**src/ras_pkg.sv**
```systemverilog
// Notes on behaviour
// RULE1: sixteen-stage shift register, last stage drives output
// RULE2: chain output always driven, meant for daisy-chains
// RULE3: enable low: shifting and latching work normally
// RULE4: enable high: ignore serial, force zero settings
// RULE5: select low: power up at zero settings
// RULE6: select high: power up at maximum settings
// RULE7: power-up state until first latch, then word
// RULE8: attenuation field is plain binary half-dB steps
// RULE9: phase field is plain binary negative 7-degree steps
// RULE10: a-group drives peaking path, b-group carrier path
// RULE11: host always sends zero in reserved bits
// RULE12: data presented around clock rise, sampled there
// RULE13: chain output updates after each clock rise
// RULE14: shared-bus host ignores chain output, write-only
// RULE15: last clock rise settles before latch rise
// RULE16: word goes most significant bit first
// RULE17: holding register loads on latch, drives settings
package ras_pkg;
  // ***************************************************
  // word layout
  // ***************************************************
  localparam int WORD_W = 16;
  localparam int A_ATT_LSB = 12;
  localparam int A_RSVD_BIT = 11;
  localparam int A_PH_LSB = 8;
  localparam int B_ATT_LSB = 4;
  localparam int B_RSVD_BIT = 3;
  localparam int B_PH_LSB = 0;
  localparam int ATT_W = 4;
  localparam int PH_W = 3;
  localparam logic [15:0] WORD_ZERO = 16'h0000;
  localparam logic [15:0] WORD_MAX = 16'hF7F7;
  // ***************************************************
  // link pin order inside the device synchroniser
  // ***************************************************
  localparam int PIN_SCLK = 4;
  localparam int PIN_SDI = 3;
  localparam int PIN_LATCH = 2;
  localparam int PIN_EN_N = 1;
  localparam int PIN_PUP = 0;
  localparam int PIN_N = 5;
  // ***************************************************
  // timing
  // ***************************************************
  localparam int CLK_PERIOD_NS = 50;
  localparam int T_SETTLE_NS = 27;
  localparam int SETTLE_RAW = (T_SETTLE_NS + CLK_PERIOD_NS - 1) / CLK_PERIOD_NS;
  localparam int SETTLE_CYC = (SETTLE_RAW < 1) ? 1 : SETTLE_RAW;
  localparam logic [2:0] SETTLE_CYC3 = 3'(SETTLE_CYC);
  localparam logic [2:0] PHASE_LAST = 3'h7;
  localparam logic [2:0] PHASE_SAMPLE = 3'h3;
  localparam logic [2:0] LATCH_HOLD = 3'h4;
  localparam logic [3:0] BIT_LAST = 4'hF;
  // ***************************************************
  // host registers
  // ***************************************************
  localparam logic [3:0] REG_WORD = 4'h0;
  localparam logic [3:0] REG_CTRL = 4'h4;
  localparam logic [3:0] REG_STAT = 4'h8;
  localparam int CTRL_START = 0;
  localparam int CTRL_EN_N = 1;
  localparam int CTRL_PUP = 2;
  localparam int STAT_BUSY = 0;
  localparam int STAT_DONE = 1;
  localparam int STAT_RX_LSB = 16;
  localparam logic CTRL_EN_N_RST = 1'b0;
  localparam logic CTRL_PUP_RST = 1'b1;

  typedef enum logic [2:0] {
    HST_IDLE = 3'b000,
    HST_SHIFT = 3'b001,
    HST_SETTLE = 3'b010,
    HST_LATCH_HI = 3'b011,
    HST_LATCH_LO = 3'b100
  } ras_host_state_e;
endpackage : ras_pkg

```
**src/ras_if.sv**
```systemverilog
`timescale 1ns/100ps
interface ras_if;
  logic serial_clock;
  logic serial_in;
  logic latch_strobe;
  logic logic_enable_n;
  logic powerup_state_select;
  logic serial_chain_out;

  modport device (
    input serial_clock, serial_in, latch_strobe, logic_enable_n, powerup_state_select,
    output serial_chain_out
  );
  modport host (
    output serial_clock, serial_in, latch_strobe, logic_enable_n, powerup_state_select,
    input serial_chain_out
  );
endinterface : ras_if

```
**src/ras_host.sv**
```systemverilog
`timescale 1ns/100ps
module ras_host (
  // clock and reset
  input wire logic clk_i,
  input wire logic rst_i,
  // wishbone slave
  input wire logic wb_cyc_i,
  input wire logic wb_stb_i,
  input wire logic wb_we_i,
  input wire logic [3:0] wb_adr_i,
  input wire logic [3:0] wb_sel_i,
  input wire logic [31:0] wb_dat_i,
  output logic [31:0] wb_dat_o,
  output logic wb_ack_o,
  // link
  ras_if.host link
);
  // ***************************************************
  // register bus
  // ***************************************************
  logic ack_ff;
  logic [31:0] rdata_ff;
  logic [15:0] word_ff;
  logic en_n_ff;
  logic pup_ff;
  logic done_ff;
  logic [15:0] rx_ff;
  logic req;
  logic wr;
  logic start;
  logic finish;
  ras_pkg::ras_host_state_e state_ff;

  assign req = wb_cyc_i & wb_stb_i & ~ack_ff;
  // writes land at the edge where the master sees ack high, never earlier
  assign wr = wb_cyc_i & wb_stb_i & wb_we_i & ack_ff;
  assign start = wr && wb_adr_i == ras_pkg::REG_CTRL && wb_sel_i[0] &&
                 wb_dat_i[ras_pkg::CTRL_START] && state_ff == ras_pkg::HST_IDLE;

  // one wait state, ack drops the cycle after
  always_ff @(posedge clk_i) begin
    if (rst_i) begin
      ack_ff <= 1'b0;
    end else begin
      ack_ff <= req;
    end
  end

  // read mux; unmapped offsets read zero
  always_ff @(posedge clk_i) begin
    if (rst_i) begin
      rdata_ff <= 32'h0000_0000;
    end else if (req) begin
      case (wb_adr_i)
        ras_pkg::REG_WORD: rdata_ff <= {16'h0000, word_ff};
        ras_pkg::REG_CTRL: rdata_ff <= {29'h0000_0000, pup_ff, en_n_ff, 1'b0};
        ras_pkg::REG_STAT: rdata_ff <= {rx_ff, 14'h0000, done_ff, state_ff != ras_pkg::HST_IDLE};
        default: rdata_ff <= 32'h0000_0000;
      endcase
    end
  end

  assign wb_ack_o = ack_ff;
  assign wb_dat_o = rdata_ff;

  // word to send; reserved bits cleared whatever software writes
  always_ff @(posedge clk_i) begin
    if (rst_i) begin
      word_ff <= ras_pkg::WORD_ZERO;
    end else if (wr && wb_adr_i == ras_pkg::REG_WORD) begin
      if (wb_sel_i[0]) begin
        word_ff[7:0] <= wb_dat_i[7:0] & 8'hF7; // [RULE11]
      end
      if (wb_sel_i[1]) begin
        word_ff[15:8] <= wb_dat_i[15:8] & 8'hF7; // [RULE11]
      end
    end
  end

  // enable and power-up select levels
  always_ff @(posedge clk_i) begin
    if (rst_i) begin
      en_n_ff <= ras_pkg::CTRL_EN_N_RST;
      pup_ff <= ras_pkg::CTRL_PUP_RST;
    end else if (wr && wb_adr_i == ras_pkg::REG_CTRL && wb_sel_i[0]) begin
      en_n_ff <= wb_dat_i[ras_pkg::CTRL_EN_N];
      pup_ff <= wb_dat_i[ras_pkg::CTRL_PUP];
    end
  end

  // sticky done: set beats a write-one clear in the same cycle
  always_ff @(posedge clk_i) begin
    if (rst_i) begin
      done_ff <= 1'b0;
    end else if (finish) begin
      done_ff <= 1'b1;
    end else if (wr && wb_adr_i == ras_pkg::REG_STAT && wb_sel_i[0] && wb_dat_i[ras_pkg::STAT_DONE]) begin
      done_ff <= 1'b0;
    end
  end

  // ***************************************************
  // link sequencer
  // ***************************************************
  logic [2:0] phase_ff;
  logic [3:0] bit_ff;
  logic [2:0] wait_ff;
  logic [15:0] tx_ff;
  logic sclk_ff;
  logic sdi_ff;
  logic latch_ff;
  logic chain_s1_ff;
  logic chain_s2_ff;

  assign finish = state_ff == ras_pkg::HST_LATCH_LO && wait_ff == ras_pkg::LATCH_HOLD;

  // chain input from the far module
  always_ff @(posedge clk_i) begin
    if (rst_i) begin
      chain_s1_ff <= 1'b0;
      chain_s2_ff <= 1'b0;
    end else begin
      chain_s1_ff <= link.serial_chain_out;
      chain_s2_ff <= chain_s1_ff;
    end
  end

  // eight-cycle bit: data set at phase 0, clock rises at phase 4
  always_ff @(posedge clk_i) begin
    if (rst_i) begin
      state_ff <= ras_pkg::HST_IDLE;
      phase_ff <= 3'h0;
      bit_ff <= 4'h0;
      wait_ff <= 3'h0;
      tx_ff <= ras_pkg::WORD_ZERO;
      rx_ff <= ras_pkg::WORD_ZERO;
      sclk_ff <= 1'b0;
      sdi_ff <= 1'b0;
      latch_ff <= 1'b0;
    end else begin
      case (state_ff)
        ras_pkg::HST_IDLE: begin
          if (start) begin
            state_ff <= ras_pkg::HST_SHIFT;
            tx_ff <= word_ff;
            sdi_ff <= word_ff[15]; // [RULE16]
            phase_ff <= 3'h0;
            bit_ff <= 4'h0;
          end
        end
        ras_pkg::HST_SHIFT: begin
          phase_ff <= phase_ff + 3'h1;
          if (phase_ff == ras_pkg::PHASE_SAMPLE) begin
            sclk_ff <= 1'b1; // [RULE12]
            // old device word returns msb first, read only in a chain
            rx_ff <= {rx_ff[14:0], chain_s2_ff}; // [RULE14]
          end
          if (phase_ff == ras_pkg::PHASE_LAST) begin
            sclk_ff <= 1'b0;
            tx_ff <= {tx_ff[14:0], 1'b0};
            sdi_ff <= tx_ff[14];
            bit_ff <= bit_ff + 4'h1;
            if (bit_ff == ras_pkg::BIT_LAST) begin
              state_ff <= ras_pkg::HST_SETTLE;
              wait_ff <= 3'h0;
            end
          end
        end
        ras_pkg::HST_SETTLE: begin
          // last rise was four cycles back; this adds the settle time
          wait_ff <= wait_ff + 3'h1;
          if (wait_ff == ras_pkg::SETTLE_CYC3 - 3'h1) begin // [RULE15]
            state_ff <= ras_pkg::HST_LATCH_HI;
            latch_ff <= 1'b1;
            wait_ff <= 3'h0;
          end
        end
        ras_pkg::HST_LATCH_HI: begin
          // held for several cycles so the sampling device sees it
          wait_ff <= wait_ff + 3'h1;
          if (wait_ff == ras_pkg::LATCH_HOLD - 3'h1) begin
            state_ff <= ras_pkg::HST_LATCH_LO;
            latch_ff <= 1'b0;
            wait_ff <= 3'h0;
          end
        end
        ras_pkg::HST_LATCH_LO: begin
          wait_ff <= wait_ff + 3'h1;
          if (finish) begin
            state_ff <= ras_pkg::HST_IDLE;
          end
        end
        default: state_ff <= ras_pkg::HST_IDLE;
      endcase
    end
  end

  assign link.serial_clock = sclk_ff;
  assign link.serial_in = sdi_ff;
  assign link.latch_strobe = latch_ff;
  assign link.logic_enable_n = en_n_ff;
  assign link.powerup_state_select = pup_ff;
endmodule : ras_host

```
**src/flat_wrapper.sv**
```systemverilog
// flat-port wrapper written by rule: the top's interface ports become plain ports
module ras_host_flat 
  (clk_i, rst_i, wb_cyc_i, wb_stb_i, wb_we_i, wb_adr_i, wb_sel_i, wb_dat_i, wb_dat_o, wb_ack_o, link_serial_clock, link_serial_in, link_latch_strobe, link_logic_enable_n, link_powerup_state_select, link_serial_chain_out);
  ras_if link_i ();
  input wire logic clk_i;
  input wire logic rst_i;
  input wire logic wb_cyc_i;
  input wire logic wb_stb_i;
  input wire logic wb_we_i;
  input wire logic [3:0] wb_adr_i;
  input wire logic [3:0] wb_sel_i;
  input wire logic [31:0] wb_dat_i;
  output logic [31:0] wb_dat_o;
  output logic wb_ack_o;
  output wire logic [$bits(link_i.serial_clock)-1:0] link_serial_clock;
  output wire logic [$bits(link_i.serial_in)-1:0] link_serial_in;
  output wire logic [$bits(link_i.latch_strobe)-1:0] link_latch_strobe;
  output wire logic [$bits(link_i.logic_enable_n)-1:0] link_logic_enable_n;
  output wire logic [$bits(link_i.powerup_state_select)-1:0] link_powerup_state_select;
  input wire logic [$bits(link_i.serial_chain_out)-1:0] link_serial_chain_out;
  assign link_serial_clock = link_i.serial_clock;
  assign link_serial_in = link_i.serial_in;
  assign link_latch_strobe = link_i.latch_strobe;
  assign link_logic_enable_n = link_i.logic_enable_n;
  assign link_powerup_state_select = link_i.powerup_state_select;
  assign link_i.serial_chain_out = link_serial_chain_out;
  ras_host u_core (.clk_i(clk_i), .rst_i(rst_i), .wb_cyc_i(wb_cyc_i), .wb_stb_i(wb_stb_i), .wb_we_i(wb_we_i), .wb_adr_i(wb_adr_i), .wb_sel_i(wb_sel_i), .wb_dat_i(wb_dat_i), .wb_dat_o(wb_dat_o), .wb_ack_o(wb_ack_o), .link(link_i));
endmodule
```
**config.mk**
```make
export PLATFORM = sky130hd
export DESIGN_NAME = ras_host_flat
export DESIGN_NICKNAME = d
export VERILOG_FILES = /design/src/ras_pkg.sv /design/src/ras_if.sv /design/src/ras_host.sv /design/src/flat_wrapper.sv
export SDC_FILE = /design/constraint.sdc
export NUM_CORES = 1
export LEC_CHECK = 0
export ABC_AREA = 1
export BUFFER_PORTS_ARGS = -buffer_cell sky130_fd_sc_hd__buf_2
export CAP_MARGIN = 20
export CORE_UTILIZATION = 54
export CTS_CLUSTER_SIZE = 40
export DETAILED_ROUTE_END_ITERATION = 12
export PLACE_DENSITY_LB_ADDON = 0.3
export SYNTH_ARGS = -nofsm -noshare
export SYNTH_HDL_FRONTEND = slang
export SYNTH_SLANG_ARGS = --single-unit
```
**constraint.sdc**
```tcl
create_clock -name clk_i -period 1.75 [get_ports clk_i]
set_clock_uncertainty 0.05 [all_clocks]
set_input_delay 0.175 -clock clk_i [delete_from_list [all_inputs] [get_ports clk_i]]
set_output_delay 0.175 -clock clk_i [all_outputs]
set_load 0.005 [all_outputs]
```
==> summary.md <==
| Metric | Value |
|---|---|
| Post-synth EDFFs | 0 |
| Largest net degree at the start of global routing | 63 |
| Iter 0 DRT Violations | 222 |
| Vias | 3,649 |
| Die W | 88.4 um |
| Max Cap Viol | 0 |
| Root Buffer | clkbuf_8 |
| CP Launch Type | register |
| Peak VDD IR | 0.522 mV |
| Die H | 88.4 um |
| PD cells | 879 nW/um^2 |
| GRT Util Overall | 23.2% |
| Lkg Pwr | 2.06 nW |
| CTS H-tree lvls | 3 |
| CTS clk-pin slew, worst paths | 0.09 ns |
| HPWL reported at the end of detailed placement | 5.76 mm |
| Outcome | finished clean |
| Post-layout net count | 654 |
| Arrival time worst endpoint | 1.80 ns |
| Layout cells sized above 1 | 16.2% |
| CTS Sinks | 97 |
| Post-route cell area | 4690 sq um |
| Unique cell type count in the Yosys netlist | 25 |
| Per-cell routed wire length | 12.3 um |
| Row Count | 31 |
| Ys Warns | 0 |
| Tot Pwr | 4.12 mW |
| # setup viols final | 0 |
| First-pass GRT wire length | 14.3 mm |
| Final period utilization | 92.7% |
| # fillers | 656 |
| Fin util | 64.6% |
| Drt first pass iters | 5 |
| Grt ovf | 0 |
| Clk_lat worst skew | 0.35 ns |
| Die Area | 7820 sq um |
| TritonCTS Buffers | 9 |
| Initial antenna violation count | 0 |
| Synthesized instance count | 544 |
| ANT nets after route | 0 |
| Most used DFF post-synth | dfxtp_1 |
| WS Path Type | reg -> reg |
| F_max | 0.616 GHz |
| Post-Syn Area per Cell | 7.42 sq um |
| GP Congestion | 0.869 |
| Port bufs | 61 |
| Setup Fix Bufs, Post-CTS | 0 |
| Fin. max-slew vios | 0 |
| Area Growth Syn to Fin | 16.2% |
| Endpoints failing hold | 0 |
| DRC | 0 |
| Total core area | 7250 sq um |
| Most frequent cells in the layout | nand2_1 (112), dfxtp_1 (97), o21ai_0 (64), a21oi_1 (62), buf_2 (61) |
| Setup_tns | 0 ns |
| Diodes inserted | 0 |
| Vias in the first global route | 3,135 |
| Area after DPL | 4460 sq um |
| Vias per std cell | 5.18 |
| CTS tree | done |
| Most common cell after layout, fill and taps aside | nand2_1 |
| RSZ-0062 raised after global routing | no |
| Hold WC Path Type | in -> reg |
| Async set-reset flop share out of synthesis | 0% |
| Fin crit period | 1.62 ns |
| Synthesized area | 4030 sq um |
| Register area share after synthesis | 48.1% |
| CP Data Required Time | 1.92 ns |
| #FFs+latches synth | 97 |
| Starting Density | 55.6% |
| CTS Buffer Depth | 2 |
| CP Capture Type | register |
| Final wirelength | 8.67 mm |
| Ports | 84 |
| CP max FO | 21 |
## what timing repair did
item                       CTS  global route
setup endpoints to repair    0             8
hold endpoints to repair     2             0
hold buffers                 2             0
resized for setup            0             2
## cell usage after synthesis (2+ instances only)
library cell  count  area share [%]
buf_1             2            0.19
inv_1            60             5.6
dfxtp_1          97              48
o211ai_1         17             3.2
inv_2             3            0.28
nor3_1            6            0.74
a211oi_1          3            0.56
buf_4             3            0.56
nand2_1         112              10
nand4_1           6            0.93
clkbuf_1         19             1.8
a21oi_1          62             7.7
nor2_1           37             3.4
buf_2             6            0.74
nand2_2           2            0.31
ha_1              8             2.5
o21ai_0          64             7.9
nand3_1          29             3.6
nor2_2            2            0.31
## critical path, cell delays in order, from the launching register on
cell and delay, ns:
dfxtp_1 0.41, nand2_1 0.10, nor3_1 0.27, nand4_1 0.23, buf_4 0.27, nand3_1 0.09
a21oi_1 0.07
## sequential cells by signal (all words and copies together) (netlist names)
register,cells
u_core.link.latch_strobe,1
u_core.chain_s1_ff,1
u_core.link.powerup_state_select,1
u_core.wb_ack_o,1
u_core.chain_s2_ff,1
u_core.wait_ff,3
u_core.wb_dat_o,30
u_core.bit_ff,4
u_core.link.serial_in,1
u_core.state_ff,3
u_core.word_ff,14
u_core.link.serial_clock,1
u_core.phase_ff,3
u_core.rx_ff,16
u_core.link.logic_enable_n,1
u_core.done_ff,1
u_core.tx_ff,15
## per-stage QoR
stage	cells	setup WS (ns)	hold slack, ns
6_report	704	0.127	0.0190
5_1_grt	704	0.00712	0.0172
4_1_cts	704	0.136	0.00370
3_5_place_dp	686	0.145	0.340
3_3_place_gp	686	0.172	0.346
2_1_floorplan	545	0.346	0.232
## layout make-up
| class | count | area, sq um | area share (%) |
|---|---|---|---|
| Timing Repair Buffer | 74 | 445 | 9.51 |
| Clock buffer | 10 | 128 | 2.72 |
| Inverter | 64 | 240 | 5.13 |
| Tap cell | 99 | 124 | 2.64 |
| Clock inverter | 6 | 67.6 | 1.44 |
| Sequential cell | 97 | 1940 | 41.4 |
| Multi-Input combinational cell | 354 | 1740 | 37.1 |
## path summary, 6_finish.rpt
path	slack (ns)	end	start	cells past startpoint
setup / recovery	0.13	u_core.tx_ff[0]$_SDFFE_PP0P_	u_core.wb_ack_o$_SDFF_PP0_	6
hold / removal	0.02	u_core.word_ff[6]$_SDFFE_PP0P_	wb_dat_i[6]	3
setup reg to reg	0.13	u_core.tx_ff[0]$_SDFFE_PP0P_	u_core.wb_ack_o$_SDFF_PP0_	6
hold reg to reg	0.40	u_core.chain_s2_ff$_SDFF_PP0_	u_core.chain_s1_ff$_SDFF_PP0_	2
## per-layer routing
metal | GRT usage [%] | vias up | routed length (um)
met5 | 0 | - | 0
met4 | 9.38 | 0 | 182
met3 | 4.01 | 16 | 496
met2 | 33.8 | 105 | 3810
met1 | 34.1 | 1633 | 4180
li1 | - | 1895 | -
## kinds of logic after synthesis
family                   after synthesis  share of synthesized area (%)
AO/OA/AOI/OAI                        147                           19.5
XOR/XNOR                               1                          0.217
adder cells (fa/ha/maj)                8                           2.48
buffers and inverters                 94                           9.21
flip-flops                            97                           48.1
other                                  1                         0.0930
AND/OR/NAND/NOR                      196                           20.3
## report_power, final
group	leakage, nW	switching, mW	internal (mW)	total, mW
Combinational	1.18	0.254	0.142	0.395
Clock	0.0929	0.769	0.667	1.44
Sequential	0.786	0.0287	2.26	2.29
Note: power is estimated with default switching activity, not from simulation.
